$ cat config.mk
export PLATFORM = sky130hd
export DESIGN_NAME = ast_uart
export DESIGN_NICKNAME = d
export VERILOG_FILES = /design/src/ast_pkg.sv /design/src/ast_sync3.sv /design/src/ast_baud.sv /design/src/ast_uart.sv
export SDC_FILE = /design/constraint.sdc
export NUM_CORES = 1
export LEC_CHECK = 0
export ABC_AREA = 1
export BUFFER_PORTS_ARGS = -buffer_cell sky130_fd_sc_hd__clkbuf_2
export CAP_MARGIN = 20
export CORE_MARGIN = 1
export CORE_UTILIZATION = 30
export DETAILED_ROUTE_END_ITERATION = 10
export PLACE_DENSITY = 0.47
export SLEW_MARGIN = 20
export SYNTH_ARGS = -nofsm -noshare
export SYNTH_HDL_FRONTEND = slang
export SYNTH_SLANG_ARGS = --single-unit
$ cat constraint.sdc
create_clock -name MCLK -period 3.68 [get_ports MCLK]
set_input_delay 0.736 -clock MCLK [delete_from_list [all_inputs] [get_ports MCLK]]
set_output_delay 0.736 -clock MCLK [all_outputs]
set_load 0.01 [all_outputs]
$ cat src/ast_pkg.sv
// Shared constants and types for the asynchronous serial transceiver
package ast_pkg;
  // Oversampling: sixteen baud ticks per bit
  localparam logic [3:0] PH_LAST = 4'hF;
  localparam logic [3:0] PH_MID = 4'h7;
  // Transmitted frame lengths in bits (start + data + stop)
  localparam logic [3:0] FRAME_LEN8 = 4'hA;
  localparam logic [3:0] FRAME_LEN9 = 4'hB;
  // Bits collected by the receiver after the start bit
  localparam logic [3:0] RX_BITS8 = 4'h9;
  localparam logic [3:0] RX_BITS9 = 4'hA;
  // Baud ticks of continuous mark that make an idle line
  localparam logic [7:0] IDLE_TICKS8 = 8'hA0;
  localparam logic [7:0] IDLE_TICKS9 = 8'hB0;
  // Shift register patterns and the closing mark length in bits
  localparam logic [10:0] SHIFT_ONES = 11'h7FF;
  localparam logic [10:0] SHIFT_ZEROS = 11'h000;
  localparam logic [3:0] MARK_LEN = 4'h1;
  // Values after reset
  localparam logic RST_TX_EMPTY = 1'b1;
  localparam logic RST_TX_DONE = 1'b1;
  localparam logic RST_LINE = 1'b1;
  localparam logic [7:0] RST_BYTE = 8'h00;
  localparam logic [15:0] RST_BAUD_CNT = 16'h0000;
  // Default prescale of the baud generator, in MCLK cycles per step of rate select
  localparam int unsigned BAUD_BASE_DIV = 4;

  typedef enum logic {TXS_IDLE, TXS_SHIFT} ast_tx_e;
  typedef enum logic [1:0] {RXS_IDLE, RXS_START, RXS_DATA} ast_rx_e;
  typedef enum logic [2:0] {K_NONE, K_DATA, K_IDLE, K_BREAK, K_MARK} ast_kind_e;
endpackage

$ cat src/ast_sync3.sv
// Three-stage input synchroniser with agreement filter
`timescale 1ns/1ps
`default_nettype none
module ast_sync3 (
  // Clock and reset
  input wire logic clk,
  input wire logic rst_n,
  // Asynchronous input and filtered level
  input wire logic din,
  output logic dout
);
  logic s1_q, s2_q, s3_q, out_q;
  logic out_d;

  always_comb begin
    out_d = out_q;
    // Only the later two stages vote; the first may be metastable
    if (s2_q == s3_q) begin
      out_d = s2_q;
    end
  end

  always_ff @(posedge clk) begin
    if (!rst_n) begin
      s1_q <= ast_pkg::RST_LINE;
      s2_q <= ast_pkg::RST_LINE;
      s3_q <= ast_pkg::RST_LINE;
      out_q <= ast_pkg::RST_LINE;
    end else begin
      s1_q <= din;
      s2_q <= s1_q;
      s3_q <= s2_q;
      out_q <= out_d;
    end
  end

  assign dout = out_q;
endmodule
`default_nettype wire

$ cat src/ast_baud.sv
// Shared baud generator: one pulse per sixteenth of a bit time
`timescale 1ns/1ps
`default_nettype none
module ast_baud #(
  parameter int unsigned BASE_DIV = ast_pkg::BAUD_BASE_DIV
) (
  // Clock and reset
  input wire logic clk,
  input wire logic rst_n,
  // Rate select, 32 settings
  input wire logic [4:0] rate_sel,
  output logic tick
);
  logic [15:0] cnt_q, cnt_d, limit;
  logic tick_q, tick_d;

  always_comb begin
    limit = 16'((32'(rate_sel) + 32'd1) * 32'(BASE_DIV) - 32'd1);
    tick_d = 1'b0;
    cnt_d = cnt_q + 16'h0001;
    if (cnt_q >= limit) begin
      cnt_d = ast_pkg::RST_BAUD_CNT;
      tick_d = 1'b1;
    end
  end

  always_ff @(posedge clk) begin
    if (!rst_n) begin
      cnt_q <= ast_pkg::RST_BAUD_CNT;
      tick_q <= 1'b0;
    end else begin
      cnt_q <= cnt_d;
      tick_q <= tick_d;
    end
  end

  assign tick = tick_q;
endmodule
`default_nettype wire

$ cat src/ast_uart.sv
// Asynchronous serial transceiver: transmitter, receiver, standby wakeup
//
// What this block does
// - Transmit 8 or 9 data bits per char_size_nine; ninth bit from tx_ninth_bit.
// - Enable transmitter, write buffer; an all-ones preamble goes out before data.
// - Data frame gets a zero start bit low and a one stop bit high.
// - Buffer-empty flag sets when the buffer moves into the shift register.
// - Transmit line idles at one when nothing is shifting.
// - Transmit off while idle and buffer empty releases the line at once.
// - Break sends an all-zero character, sized by character length, no framing.
// - Breaks repeat while requested; after the last one a one bit follows.
// - Idle character is all ones, sized by length; used as the preamble.
// - Transmit off mid-transfer releases the line after the last pending character.
// - Transmit re-enabled during the final character queues one preamble.
// - Transmit interrupt comes from the buffer-empty flag under its mask.
// - Done flag sets when everything is empty; interrupt under done_irq_enable.
// - A received character goes to the data buffer and sets rx_full_flag.
// - Ninth received bit lands in rx_ninth_bit in 9-bit mode.
// - Standby suppresses receiver interrupts until a wakeup.
// - Idle-line wakeup after 10 or 11 bit times of continuous ones.
// - Address-mark wakeup on a one in the character's top bit.
// - standby_exit_select chooses which wakeup condition applies.
// - Transmitter and receiver enabled apart, sharing one 32-rate baud generator.
// - char_size_nine one means 9-bit; reset leaves it alone.
// - standby_exit_select one means address mark, zero idle line.
// - Buffer-empty interrupt gated by empty_irq_enable, cleared by reset.
// - Missing stop bit sets frame_err_flag together with rx_full_flag.
`timescale 1ns/1ps
`default_nettype none
module ast_uart #(
  parameter int unsigned BAUD_DIV = ast_pkg::BAUD_BASE_DIV
) (
  // Clock and reset
  input wire logic MCLK,
  input wire logic RSTN,
  // Configuration levels
  input wire logic CHAR_SIZE_NINE,
  input wire logic STANDBY_EXIT_SELECT,
  input wire logic [4:0] BAUD_SEL,
  input wire logic TRANSMIT_ON,
  input wire logic RECEIVE_ON,
  input wire logic BREAK_SEND_BIT,
  input wire logic EMPTY_IRQ_ENABLE,
  input wire logic DONE_IRQ_ENABLE,
  input wire logic RX_IRQ_ENABLE,
  // Transmit data buffer write
  input wire logic TX_WRITE,
  input wire logic [7:0] TX_DATA,
  input wire logic TX_NINTH_BIT,
  // Receive data buffer read
  input wire logic RX_READ,
  output logic [7:0] RX_DATA,
  output logic RX_NINTH_BIT,
  // Standby control
  input wire logic RX_STANDBY_SET,
  output logic RX_STANDBY_BIT,
  // Status flags and interrupt requests
  output logic TX_BUFFER_EMPTY_FLAG,
  output logic TX_DONE_FLAG,
  output logic RX_FULL_FLAG,
  output logic FRAME_ERR_FLAG,
  output logic TX_IRQ,
  output logic RX_IRQ,
  // Serial pins
  output logic TX_LINE_O,
  output logic TX_LINE_OE_N,
  input wire logic RX_LINE_PIN
);
  logic tick;
  logic rx_line;

  ////////////////////////////////////////////////////////////////////////////
  // Shared baud generator and pin synchroniser
  ast_baud #(.BASE_DIV(BAUD_DIV)) u_baud (
    .clk(MCLK),
    .rst_n(RSTN),
    .rate_sel(BAUD_SEL),
    .tick(tick)
  );
  ast_sync3 u_rx_sync (
    .clk(MCLK),
    .rst_n(RSTN),
    .din(RX_LINE_PIN),
    .dout(rx_line)
  );

  ////////////////////////////////////////////////////////////////////////////
  // Transmitter
  ast_pkg::ast_tx_e tx_st_q, tx_st_d;
  ast_pkg::ast_kind_e kind;
  logic [10:0] tx_sh_q, tx_sh_d;
  logic [3:0] tx_left_q, tx_left_d, tx_ph_q, tx_ph_d, flen;
  logic [7:0] tx_buf_q, tx_buf_d;
  logic tx_empty_q, tx_empty_d, tx_done_q, tx_done_d;
  logic pre_q, pre_d, brk_q, brk_d, te_q;
  logic tx_o_q, tx_o_d, tx_oe_n_q, tx_oe_n_d, tx_irq_q, tx_irq_d;
  logic load;
  always_comb begin
    tx_st_d = tx_st_q;
    tx_sh_d = tx_sh_q;
    tx_left_d = tx_left_q;
    tx_ph_d = tx_ph_q;
    tx_buf_d = tx_buf_q;
    tx_empty_d = tx_empty_q;
    tx_done_d = tx_done_q;
    pre_d = pre_q;
    brk_d = brk_q;
    load = 1'b0;
    flen = CHAR_SIZE_NINE ? ast_pkg::FRAME_LEN9 : ast_pkg::FRAME_LEN8;
    // What goes next: break, then closing mark, then preamble, then data
    if (BREAK_SEND_BIT && TRANSMIT_ON) begin
      kind = ast_pkg::K_BREAK;
    end else if (brk_q) begin
      kind = ast_pkg::K_MARK;
    end else if (pre_q && TRANSMIT_ON) begin
      kind = ast_pkg::K_IDLE;
    end else if (!tx_empty_q) begin
      // Data already in the buffer still goes out after transmit is dropped
      kind = ast_pkg::K_DATA;
    end else begin
      kind = ast_pkg::K_NONE;
    end
    if (TX_WRITE) begin
      tx_buf_d = TX_DATA;
      tx_empty_d = 1'b0;
      tx_done_d = 1'b0;
    end
    case (tx_st_q)
      ast_pkg::TXS_IDLE: begin
        load = (kind != ast_pkg::K_NONE);
      end
      ast_pkg::TXS_SHIFT: begin
        if (tick) begin
          if (tx_ph_q == ast_pkg::PH_LAST) begin
            tx_ph_d = 4'h0;
            if (tx_left_q == ast_pkg::MARK_LEN) begin
              // Next frame follows back to back with no gap bit
              load = (kind != ast_pkg::K_NONE);
              if (!load) begin
                tx_st_d = ast_pkg::TXS_IDLE;
              end
            end else begin
              tx_sh_d = {1'b1, tx_sh_q[10:1]};
              tx_left_d = tx_left_q - 4'h1;
            end
          end else begin
            tx_ph_d = tx_ph_q + 4'h1;
          end
        end
      end
      default: begin
        tx_st_d = ast_pkg::TXS_IDLE;
      end
    endcase
    if (load) begin
      tx_st_d = ast_pkg::TXS_SHIFT;
      tx_ph_d = 4'h0;
      tx_left_d = flen;
      brk_d = (kind == ast_pkg::K_BREAK);
      tx_done_d = 1'b0;
      case (kind)
        ast_pkg::K_DATA: begin
          if (CHAR_SIZE_NINE) begin
            tx_sh_d = {1'b1, TX_NINTH_BIT, tx_buf_q, 1'b0};
          end else begin
            tx_sh_d = {2'b11, tx_buf_q, 1'b0};
          end
          tx_empty_d = 1'b1;
        end
        ast_pkg::K_IDLE: begin
          tx_sh_d = ast_pkg::SHIFT_ONES;
          pre_d = 1'b0;
        end
        ast_pkg::K_BREAK: begin
          tx_sh_d = ast_pkg::SHIFT_ZEROS;
        end
        ast_pkg::K_MARK: begin
          tx_sh_d = ast_pkg::SHIFT_ONES;
          tx_left_d = ast_pkg::MARK_LEN;
        end
        default: begin
          tx_sh_d = ast_pkg::SHIFT_ONES;
        end
      endcase
    end
    // A fresh enable queues a preamble even mid-character; set beats consume
    if (TRANSMIT_ON && !te_q) begin
      pre_d = 1'b1;
    end
    if (tx_st_q == ast_pkg::TXS_IDLE && !load && tx_empty_q && !pre_q && !TX_WRITE) begin
      tx_done_d = 1'b1;
    end
    tx_o_d = (tx_st_d == ast_pkg::TXS_SHIFT) ? tx_sh_d[0] : 1'b1;
    tx_oe_n_d = !((tx_st_d == ast_pkg::TXS_SHIFT) || TRANSMIT_ON || !tx_empty_d);
    tx_irq_d = (EMPTY_IRQ_ENABLE && tx_empty_d) || (DONE_IRQ_ENABLE && tx_done_d);
  end
  always_ff @(posedge MCLK) begin
    if (!RSTN) begin
      tx_st_q <= ast_pkg::TXS_IDLE;
      tx_sh_q <= ast_pkg::SHIFT_ONES;
      tx_left_q <= 4'h0;
      tx_ph_q <= 4'h0;
      tx_buf_q <= ast_pkg::RST_BYTE;
      tx_empty_q <= ast_pkg::RST_TX_EMPTY;
      tx_done_q <= ast_pkg::RST_TX_DONE;
      pre_q <= 1'b0;
      brk_q <= 1'b0;
      te_q <= 1'b0;
      tx_o_q <= ast_pkg::RST_LINE;
      tx_oe_n_q <= 1'b1;
      tx_irq_q <= 1'b0;
    end else begin
      tx_st_q <= tx_st_d;
      tx_sh_q <= tx_sh_d;
      tx_left_q <= tx_left_d;
      tx_ph_q <= tx_ph_d;
      tx_buf_q <= tx_buf_d;
      tx_empty_q <= tx_empty_d;
      tx_done_q <= tx_done_d;
      pre_q <= pre_d;
      brk_q <= brk_d;
      te_q <= TRANSMIT_ON;
      tx_o_q <= tx_o_d;
      tx_oe_n_q <= tx_oe_n_d;
      tx_irq_q <= tx_irq_d;
    end
  end

  ////////////////////////////////////////////////////////////////////////////
  // Receiver
  ast_pkg::ast_rx_e rx_st_q, rx_st_d;
  logic [3:0] rx_ph_q, rx_ph_d, rx_cnt_q, rx_cnt_d, rx_bits;
  logic [9:0] rx_sh_q, rx_sh_d;
  logic [7:0] rx_data_q, rx_data_d, hi_q, hi_d, idle_lim;
  logic rx_n8_q, rx_n8_d, rx_full_q, rx_full_d, fe_q, fe_d;
  logic sby_q, sby_d, rx_irq_q, rx_irq_d;
  logic done, wake_addr, wake_idle;
  always_comb begin
    rx_st_d = rx_st_q;
    rx_ph_d = rx_ph_q;
    rx_cnt_d = rx_cnt_q;
    rx_sh_d = rx_sh_q;
    rx_data_d = rx_data_q;
    rx_n8_d = rx_n8_q;
    rx_full_d = rx_full_q;
    fe_d = fe_q;
    sby_d = sby_q;
    done = 1'b0;
    rx_bits = CHAR_SIZE_NINE ? ast_pkg::RX_BITS9 : ast_pkg::RX_BITS8;
    idle_lim = CHAR_SIZE_NINE ? ast_pkg::IDLE_TICKS9 : ast_pkg::IDLE_TICKS8;
    case (rx_st_q)
      ast_pkg::RXS_IDLE: begin
        if (tick && !rx_line) begin
          rx_st_d = ast_pkg::RXS_START;
          rx_ph_d = 4'h0;
        end
      end
      ast_pkg::RXS_START: begin
        if (tick) begin
          if (rx_ph_q == ast_pkg::PH_MID) begin
            // A start bit gone high by mid-bit was a glitch
            rx_st_d = rx_line ? ast_pkg::RXS_IDLE : ast_pkg::RXS_DATA;
            rx_ph_d = 4'h0;
            rx_cnt_d = 4'h0;
          end else begin
            rx_ph_d = rx_ph_q + 4'h1;
          end
        end
      end
      ast_pkg::RXS_DATA: begin
        if (tick) begin
          if (rx_ph_q == ast_pkg::PH_LAST) begin
            rx_ph_d = 4'h0;
            rx_sh_d = {rx_line, rx_sh_q[9:1]};
            rx_cnt_d = rx_cnt_q + 4'h1;
            if (rx_cnt_d == rx_bits) begin
              done = 1'b1;
              rx_st_d = ast_pkg::RXS_IDLE;
            end
          end else begin
            rx_ph_d = rx_ph_q + 4'h1;
          end
        end
      end
      default: begin
        rx_st_d = ast_pkg::RXS_IDLE;
      end
    endcase
    if (!RECEIVE_ON) begin
      rx_st_d = ast_pkg::RXS_IDLE;
      done = 1'b0;
    end
    // Top data bit sits at index 8 in both character lengths
    wake_addr = done && sby_q && STANDBY_EXIT_SELECT && rx_sh_d[8];
    wake_idle = sby_q && !STANDBY_EXIT_SELECT && (hi_q >= idle_lim);
    hi_d = hi_q;
    if (!rx_line) begin
      hi_d = 8'h00;
    end else if (tick && hi_q < idle_lim) begin
      hi_d = hi_q + 8'h01;
    end
    if (RX_READ) begin
      rx_full_d = 1'b0;
      fe_d = 1'b0;
    end
    // Characters for other listeners are dropped while in standby
    if (done && (!sby_q || wake_addr)) begin
      if (CHAR_SIZE_NINE) begin
        rx_data_d = rx_sh_d[7:0];
        rx_n8_d = rx_sh_d[8];
      end else begin
        rx_data_d = rx_sh_d[8:1];
      end
      rx_full_d = 1'b1;
      fe_d = !rx_sh_d[9];
    end
    if (wake_addr || wake_idle) begin
      sby_d = 1'b0;
    end
    if (RX_STANDBY_SET) begin
      sby_d = 1'b1;
    end
    rx_irq_d = RX_IRQ_ENABLE && RECEIVE_ON && rx_full_d && !sby_d;
  end
  always_ff @(posedge MCLK) begin
    if (!RSTN) begin
      rx_st_q <= ast_pkg::RXS_IDLE;
      rx_ph_q <= 4'h0;
      rx_cnt_q <= 4'h0;
      rx_sh_q <= 10'h000;
      rx_data_q <= ast_pkg::RST_BYTE;
      rx_n8_q <= 1'b0;
      rx_full_q <= 1'b0;
      fe_q <= 1'b0;
      sby_q <= 1'b0;
      hi_q <= 8'h00;
      rx_irq_q <= 1'b0;
    end else begin
      rx_st_q <= rx_st_d;
      rx_ph_q <= rx_ph_d;
      rx_cnt_q <= rx_cnt_d;
      rx_sh_q <= rx_sh_d;
      rx_data_q <= rx_data_d;
      rx_n8_q <= rx_n8_d;
      rx_full_q <= rx_full_d;
      fe_q <= fe_d;
      sby_q <= sby_d;
      hi_q <= hi_d;
      rx_irq_q <= rx_irq_d;
    end
  end

  ////////////////////////////////////////////////////////////////////////////
  // Outputs
  assign TX_LINE_O = tx_o_q;
  assign TX_LINE_OE_N = tx_oe_n_q;
  assign TX_BUFFER_EMPTY_FLAG = tx_empty_q;
  assign TX_DONE_FLAG = tx_done_q;
  assign TX_IRQ = tx_irq_q;
  assign RX_DATA = rx_data_q;
  assign RX_NINTH_BIT = rx_n8_q;
  assign RX_FULL_FLAG = rx_full_q;
  assign FRAME_ERR_FLAG = fe_q;
  assign RX_STANDBY_BIT = sby_q;
  assign RX_IRQ = rx_irq_q;
endmodule
`default_nettype wire

==> flow_summary.yaml, run 1 <==
outcome:
  status: "finished clean"
worst_setup_path:
  cp_cell_sequence: "clkbuf_2 > ha_1 > xnor2_1 > nand2_1 > nor4_1 > ha_1 > ha_1 > a21oi_1 > o21ai_0 > o21ai_0 > nand3_1 > buf_4 > nor3_1"
  cpMostUsedCell: "ha_1"
  crit_type: "input port to flop"
  endpoint_kind: "flop"
  crit_path_top_delay_cell: "nor4_1"
  worst-path-buf-inv: 2
  critPathLaunchType: "input port"
  reg2reg_from: "tx_ph_q[0]"
  rr_endpoint: "pre_q"
  cp_max_fo: 16
  critPathRequiredTime_ns: 3.96
  path_delay_family: "adder cells"
  max_stage_delay_ns: 0.44
  reg2reg_slack_ns: 1.41
  crit_arrival_ns: 3.45
  r2r_cells: 10
sta:
  slew_violations: 0
  fin_crit_sh_pct: 86.3
  setup-tns-final_ns: 0
  worst_slew_pin_slew_ns: 0.834
  skew_ns: 0.0116
  grt_setup_unrepaired: "no"
  fin_crit_ns: 3.17
  finalWorstSetupSlack_ns: 0.506
  setup_viol: 0
  fmax_mhz: 315
  slew_headroom_pct: 44.3
  hold_violations: 0
logic_synthesis:
  ys_async_sr_fraction_pct: 0
  netlist_top_cells_count: "dfxtp_1, nand2_1, inv_1, nor2_1, nand3_1"
  synth-edff-count: 0
  synth_ff_type: "dfxtp_1"
  synth_top_area_share_pct: 39.2
  synth.most_common_cell: "dfxtp_1"
  yosysSeqAreaShare_pct: 39.2
  synth_fp_nets: 719
  ys_types: 45
  synthCells: 663
  yosys_register_bits: 98
  synth_largest_area_cell: "dfxtp_1"
  yosys_warnings: 0
  syn_area_per_cell_um2: 7.55
  synth_area_um2: 5010
  synthTopCellsByArea: "dfxtp_1, ha_1, nand2_1"
finish:
  finish.utilization_pct: 35.6
  diodes: 0
  nets: 759
  fill_cells: 1685
  instances_no_fill: 924
  drive_gt1_share_pct: 14.3
  area_delta_synth_final_pct: 14.2
placed_design:
  dp.final_hpwl_um: 8270
  port_buffers: 45
  dpl.cell_count: 908
  gp_congestion: 0.814
  pre_cts_slack_ns: 0.174
drt:
  avgRoutedWirePerCell_um: 12.3
  dr_total_vias: 4338
  antenna_left: 0
  drc_errors: 0
  firstDrtPassIters: 4
  drt_iter0_markers: 188
  routed_wirelength_um: 11400
  vias_per_cell: 4.69
min_path:
  hold_class: "flop to flop"
  hold_end: "u_rx_sync.s2_q"
  holdPathStages: 1
  min_from: "u_rx_sync.s1_q"
global_route:
  grt_max_degree: 41
  grt_usage_pct: 13.9
  grt_pass1_wl_um: 19600
  globalRouteOverflowTotal: 0
  antenna_found_initial: 0
  grt_pass1_vias: 4280
die:
  die_w_um: 131
  dieArea_um2: 17200
  ios: 46
  fp.dieH_um: 131
  initial_core_util_pct: 31.2
  core_area_um2: 16100
  rows: 46
pwr:
  leakage_uw: 0.00245
  powerDensity_nw_per_um2: 402
  vdd_drop_max_mv: 0.238
  finalPower_uw: 2300
clock_network:
  holdBufCountCts: 0
  path_clk_slew_ns: 0.07
  cts_resized: 0
  clk_latency_ns: 0.36
  cts_post_setup_buffers_inserted: 0
  clock_sinks: 98
  clockRootBuffer: "clkbuf_16"
  cts_made_buffers: 9
  h-tree-depth: 3
  max-clock-path-buffers: 2
  cts_tree: "done"
flow_run:
  cap_violations: 0
report_power, final:
group / leakage (uW) / switching, uW / internal (uW) / total (uW)
clock network: 0.000146 / 459 / 479 / 938
registers: 0.000799 / 28.8 / 1100 / 1130
logic: 0.00151 / 141 / 87.5 / 229
cells by family after synthesis:
group / synth area share [%]
flip-flops: 39.2
AND/OR/NAND/NOR: 27.6
multiplexers: 1.40
XOR/XNOR: 2.97
adder cells (fa/ha/maj): 7.00
AO/OA/AOI/OAI: 13.0
buffers and inverters: 8.77
registers in the layout, indices dropped and copies added, names as in the netlist, 4 cells and up:
register and cells:
rx_cnt_q 4, hi_q 8, tx_left_q 4, tx_ph_q 4, tx_buf_q 8, u_baud.cnt_q 16, rx_sh_q 10, tx_sh_q 11
RX_DATA 8, rx_ph_q 4
worst max-delay path by stage:
stage	start	cells after the start	endpoint	slack, ns
5_1_grt	BAUD_SEL[0]	13	u_baud.cnt_q[12]	0.06
3_3_place_gp	BAUD_SEL[0]	13	u_baud.cnt_q[12]	0.28
4_1_cts	BAUD_SEL[0]	13	u_baud.cnt_q[12]	0.54
2_1_floorplan	BAUD_SEL[0]	12	u_baud.cnt_q[0]	0.55
3_5_place_dp	BAUD_SEL[0]	13	u_baud.cnt_q[12]	0.17
6_report	BAUD_SEL[0]	13	u_baud.cnt_q[12]	0.51
cells in the final DEF, fill, tap and decap left out, types with 5 or more instances in the layout:
cell type	netlist	layout
nor3b_1	10	10
clkbuf_16	0	9
inv_1	82	82
nand3_1	48	48
mux2i_1	7	7
nor3_1	15	15
o21ai_2	6	6
or2_2	5	5
ha_1	28	28
buf_4	2	5
nand2_2	8	8
nand2_1	90	90
o21ai_0	39	39
dfxtp_1	98	98
nand4_1	21	21
o21ai_1	12	12
xor2_1	13	13
clkbuf_2	0	45
nor2_1	82	82
a21oi_1	38	38
final cells by class:
type                    count  area [um^2]  share of cell area [%]
clock inverters             7         71.3                    1.25
repair buffers             50          263                    4.59
flip-flops and latches     98         1960                    34.3
inverters                  86          323                    5.64
well taps                 216          270                    4.73
multi-input cells         458         2610                    45.5
clock buffers               9          225                    3.94
routing by layer:
metal  up-vias  track usage [%]  part of all wire (%)
met1      1974             16.6                    46
met3        21             3.01                   4.5
met4         0             5.82                   2.0
li1       2269                -                     -
met5         -                0                     0
met2        74             24.0                    47
stage by stage:
| step | hold WS, ns | instance area [um^2] |
|---|---|---|
| 3_3_place_gp | 0.397 | 5420 |
| 5_1_grt | 0.434 | 5720 |
| 4_1_cts | 0.419 | 5720 |
| 3_5_place_dp | 0.400 | 5420 |
| 2_1_floorplan | 0.393 | 5010 |
| 6_report | 0.416 | 5720 |
(Power assumes the default switching activity.)
==> inputs of run 2 (changes only) <==
--- a/config.mk
+++ b/config.mk
@@ -12,7 +12,7 @@
 export CORE_UTILIZATION = 30
 export DETAILED_ROUTE_END_ITERATION = 10
 export PLACE_DENSITY = 0.47
-export SLEW_MARGIN = 20
+export SLEW_MARGIN = 30
 export SYNTH_ARGS = -nofsm -noshare
 export SYNTH_HDL_FRONTEND = slang
 export SYNTH_SLANG_ARGS = --single-unit
==> constraint.sdc (replaced) <==
create_clock -name MCLK -period 3.6 [get_ports MCLK]
set_input_delay 0.72 -clock MCLK [delete_from_list [all_inputs] [get_ports MCLK]]
set_output_delay 0.72 -clock MCLK [all_outputs]
set_load 0.01 [all_outputs]
==> run 2 against run 1 <==
Compared with the run above:
- count of clock-buffer cells in the layout unchanged
- sequential share of layout area unchanged
- die area unchanged
- largest power group unchanged
- routed wire length down 0.25%
- flip-flop and latch count unchanged
- non-clock buffer count unchanged
- worst setup slack worse by 0.086 ns
- combinational power up 3%
- critical path depth up 2
- critical path type unchanged
- final area unchanged
- global-route usage down 0.062 points
==> flow_summary.yaml, run 2 (synthesis gave the netlist of run 1 again) <==
finish:
  multi_input_area_um2: 2610
  regArea_um2: 1960
  diodes: 0
  fill_cells: 1675
  largest_reg_flops: 16
  largestRegisters: "u_baud.cnt_q: 16 flops, tx_sh_q: 11 flops, rx_sh_q: 10 flops"
  drive_gt1_share_pct: 14.3
  nets: 759
  final_cell_mix: "dfxtp_1, nand2_1, inv_1, nor2_1, nand3_1"
  instances_no_fill: 924
  final_common_cell: "dfxtp_1"
  area_delta_synth_final_pct: 14.2
  largest-register: "u_baud.cnt_q"
drt:
  vias_per_cell: 4.70
  routed_wirelength_um: 11400
  firstDrtPassIters: 4
  avgRoutedWirePerCell_um: 12.3
  dr_total_vias: 4340
  antenna_left: 0
  drc_errors: 0
  drt_iter0_markers: 131
die:
  die_w_um: 131
  initial_core_util_pct: 31.2
  ios: 46
  fp.dieH_um: 131
  dieArea_um2: 17200
  core_area_um2: 16100
  rows: 46
flow_run:
  cap_violations: 0
clock_network:
  cts_resized: 0
  cts_made_buffers: 9
  cts_tree: "done"
  path_clk_slew_ns: 0.07
  clock_sinks: 98
  clockRootBuffer: "clkbuf_16"
  h-tree-depth: 3
  clk_latency_ns: 0.36
  cts_post_setup_buffers_inserted: 0
  max-clock-path-buffers: 2
  holdBufCountCts: 0
outcome:
  status: "finished clean"
worst_setup_path:
  cp_max_fo: 16
  max_stage_delay_ns: 0.47
  critPathLaunchType: "input port"
  path_delay_family: "simple AND/OR/NAND/NOR gates"
  r2r_cells: 12
  crit_path_top_delay_cell: "nor4_1"
  crit_cells: 15
  crit_type: "input port to flop"
  critPathRequiredTime_ns: 3.88
  endpoint_kind: "flop"
  cp_cell_sequence: "clkbuf_2 > ha_1 > xnor2_1 > nand2_1 > nor4_1 > ha_1 > ha_1 > nand2_1 > inv_1 > nand3_1 > a21oi_1 > o21ai_0 > nand3_1 > buf_4 > nor3_1"
  cpMostUsedCell: "ha_1"
  worst-path-buf-inv: 3
  crit_arrival_ns: 3.46
global_route:
  antenna_found_initial: 0
  grt_usage_pct: 13.8
  grt_max_degree: 41
  grt_pass1_wl_um: 19400
  grt_pass1_vias: 4224
  globalRouteOverflowTotal: 0
pwr:
  powerDensity_nw_per_um2: 410
  finalPower_uw: 2350
  vdd_drop_max_mv: 0.249
  leakage_uw: 0.00245
placed_design:
  dpl.cell_count: 908
  gp_congestion: 0.814
  port_buffers: 45
  dp.final_hpwl_um: 8260
min_path:
  holdPathStages: 1
  hold_class: "flop to flop"
sta:
  hold_slack_ns: 0.415
  setup_viol: 0
  skew_ns: 0.0147
  fin_crit_sh_pct: 88.3
  slew_headroom_pct: 44.3
  grt_setup_unrepaired: "no"
  fin_crit_ns: 3.18
  slew_violations: 0
  fmax_mhz: 314
  hold_violations: 0
  worst_slew_pin_slew_ns: 0.835
  setup-tns-final_ns: 0
run 2: cell types whose count changed in the layout (fill, tap and decap cells not counted), sizes merged:
| cell | before | now |
|---|---|---|
| inv | 89 | 88 |
| clkinv | 4 | 5 |
run 2: final timing paths:
kind,start,end,slack (ns)
max reg2reg,rx_st_q[0],RX_IRQ,1.34
min reg2reg,u_rx_sync.s1_q,u_rx_sync.s2_q,0.41
max,BAUD_SEL[0],u_baud.cnt_q[12],0.42
min,u_rx_sync.s1_q,u_rx_sync.s2_q,0.41
run 2: power by group:
| group | switching (uW) | internal, uW | total [uW] |
|---|---|---|---|
| registers | 29.3 | 1130 | 1160 |
| clock network | 466 | 488 | 954 |
| logic | 145 | 89.4 | 235 |
run 2: layer usage:
layer	GRT usage (%)	wire, um	up-vias
met1	16.5	5450	1980
met4	4.71	172	0
met3	3.82	379	15
met5	0	0	-
li1	-	-	2281
met2	23.7	5370	64
run 2: cell type report:
cell class                 instances  area share (%)
multi-input combinational        458            45.5
tap                              216            4.73
clock buffer                       9            3.94
inverter                          86            5.64
timing repair buffer              50            4.59
sequential                        98            34.3
clock inverter                     7            1.25
run 2: per-stage QoR:
step	utilization, %	setup WS, ns	cell area, um^2
2_1_floorplan	-	0.489	5010
3_3_place_gp	33.8	0.214	5420
3_5_place_dp	33.8	0.116	5420
4_1_cts	35.6	0.483	5720
5_1_grt	35.6	0.0818	5720
6_report	35.6	0.420	5720
==> inputs of run 3 (changes only) <==
--- a/config.mk
+++ b/config.mk
@@ -6,12 +6,12 @@
 export NUM_CORES = 1
 export LEC_CHECK = 0
 export ABC_AREA = 1
-export BUFFER_PORTS_ARGS = -buffer_cell sky130_fd_sc_hd__clkbuf_2
+export BUFFER_PORTS_ARGS = -buffer_cell sky130_fd_sc_hd__buf_2
 export CAP_MARGIN = 20
 export CORE_MARGIN = 1
-export CORE_UTILIZATION = 30
+export CORE_UTILIZATION = 59
 export DETAILED_ROUTE_END_ITERATION = 10
-export PLACE_DENSITY = 0.47
+export PLACE_DENSITY = 0.8
 export SLEW_MARGIN = 30
 export SYNTH_ARGS = -nofsm -noshare
 export SYNTH_HDL_FRONTEND = slang
==> run 3 against run 2 <==
Compared with the run above:
- core utilization grew 31 points
- die area shrank 49%
- clock skew grew 0.0034 ns
- final area shrank 4.0%
- global-route usage grew 11 points
- sequential power is essentially flat
- total power shrank 8.9%
- hold slack gained 0.010 ns
- clock power shrank 22%
- critical path type unchanged
- critical endpoint is now u_baud.cnt_q[4]
- largest cell class unchanged
- largest power group unchanged
==> flow_summary.yaml, run 3 (synthesis gave the netlist of run 1 again) <==
worst_setup_path:
  endpoint_kind: "flop"
  cp_cell_sequence: "buf_2 > ha_1 > xnor2_1 > nand2_1 > nor4_1 > ha_1 > ha_1 > a21oi_1 > o21ai_0 > o21ai_0 > nand3_1 > buf_4 > nor3_1"
  cpMostUsedCell: "ha_1"
  max_stage_delay_ns: 0.43
  critPathLaunchType: "input port"
  critPathRequiredTime_ns: 3.89
  crit_type: "input port to flop"
  crit_path_top_delay_cell: "nor4_1"
  worst-path-buf-inv: 2
  path_delay_family: "adder cells"
  cp_max_fo: 16
  crit_arrival_ns: 3.38
clock_network:
  cts_post_setup_buffers_inserted: 0
  clockRootBuffer: "clkbuf_8"
  clock_sinks: 98
  cts_resized: 0
  h-tree-depth: 3
  cts_tree: "done"
  path_clk_slew_ns: 0.10
  cts_made_buffers: 9
  clk_latency_ns: 0.37
  max-clock-path-buffers: 2
  holdBufCountCts: 0
finish:
  nets: 758
  diodes: 0
  largestRegisters: "u_baud.cnt_q: 16 flops, tx_sh_q: 11 flops, rx_sh_q: 10 flops"
  final_cell_mix: "dfxtp_1, nand2_1, nor2_1, inv_1, nand3_1"
  drive_gt1_share_pct: 14.1
  largest_reg_flops: 16
  final_common_cell: "dfxtp_1"
  area_delta_synth_final_pct: 9.62
  instances_no_fill: 812
  largest-register: "u_baud.cnt_q"
placed_design:
  dpl.cell_count: 796
  pre_cts_slack_ns: 0.164
  dp.final_hpwl_um: 7370
  gp_congestion: 0.846
  port_buffers: 45
sta:
  slew_headroom_pct: 40.2
  hold_slack_ns: 0.425
  slew_violations: 0
  skew_ns: 0.0181
  hold_violations: 0
  worst_slew_pin_slew_ns: 0.891
  fin_crit_ns: 3.10
  setup_viol: 0
  finalWorstSetupSlack_ns: 0.502
  fmax_mhz: 323
  setup-tns-final_ns: 0
  grt_setup_unrepaired: "no"
  fin_crit_sh_pct: 86.0
pwr:
  vdd_drop_max_mv: 0.241
  powerDensity_nw_per_um2: 390
  leakage_uw: 0.00240
  finalPower_uw: 2140
global_route:
  grt_max_degree: 41
  grt_usage_pct: 24.4
  grt_pass1_vias: 4116
  antenna_found_initial: 0
  grt_pass1_wl_um: 17200
  globalRouteOverflowTotal: 0
die:
  initial_core_util_pct: 60.9
  rows: 33
  dieArea_um2: 8860
  core_area_um2: 8220
  fp.dieH_um: 94.1
  die_w_um: 94.1
  ios: 46
flow_run:
  cap_violations: 0
drt:
  avgRoutedWirePerCell_um: 12.8
  drt_iter0_markers: 147
  antenna_left: 0
  firstDrtPassIters: 4
  routed_wirelength_um: 10400
  dr_total_vias: 4369
  drc_errors: 0
  vias_per_cell: 5.38
min_path:
  hold_class: "flop to flop"
outcome:
  status: "finished clean"
-- run 3: path summary, 6_finish.rpt --
kind | from | end | slack [ns] | cells past startpoint
hold reg to reg | u_rx_sync.s1_q | u_rx_sync.s2_q | 0.42 | 1
setup reg to reg | rx_st_q[0] | RX_FULL_FLAG | 1.36 | 12
hold / removal | u_rx_sync.s1_q | u_rx_sync.s2_q | 0.42 | 1
setup / recovery | BAUD_SEL[0] | u_baud.cnt_q[4] | 0.50 | 13
-- run 3: routing by layer --
metal / vias up / track usage [%] / wire, um
li1: 2271 / - / -
met1: 1998 / 27.4 / 4640
met2: 82 / 45.0 / 5250
met3: 18 / 4.77 / 365
met4: 0 / 9.10 / 142
met5: - / 0 / 0
-- run 3: area by class of cell --
type                            count  area [um^2]
Clock inverter                      7         87.6
Tap cell                          105          131
Sequential cell                    98         1960
Clock buffer                        9          124
Fill cell                         711         2730
Timing Repair Buffer               49          255
Inverter                           86          323
Multi-Input combinational cell    458         2610
-- run 3: metrics by stage --
step	area (um^2)	util (%)
finish	5490	66.8
global route	5490	66.8
CTS	5490	66.8
detailed placement	5280	64.2
global placement	5280	64.2
floorplan	5010	-
-- run 3: power breakdown --
group          switching (uW)  internal (uW)
logic                     145           89.0
clock network             410            334
registers                31.0           1130
-- run 3: worst reg2reg max path, stage by stage, from the launching register on --
cell and delay, ns:
dfxtp_1 0.34, inv_1 0.07, ha_1 0.30, nand2_1 0.11
inv_2 0.05, nand2_2 0.35, nand2_1 0.19, nand3_2 0.13
inv_1 0.09, o21ai_4 0.28, nand2_1 0.08, nand2_1 0.09
inv_1 0.05
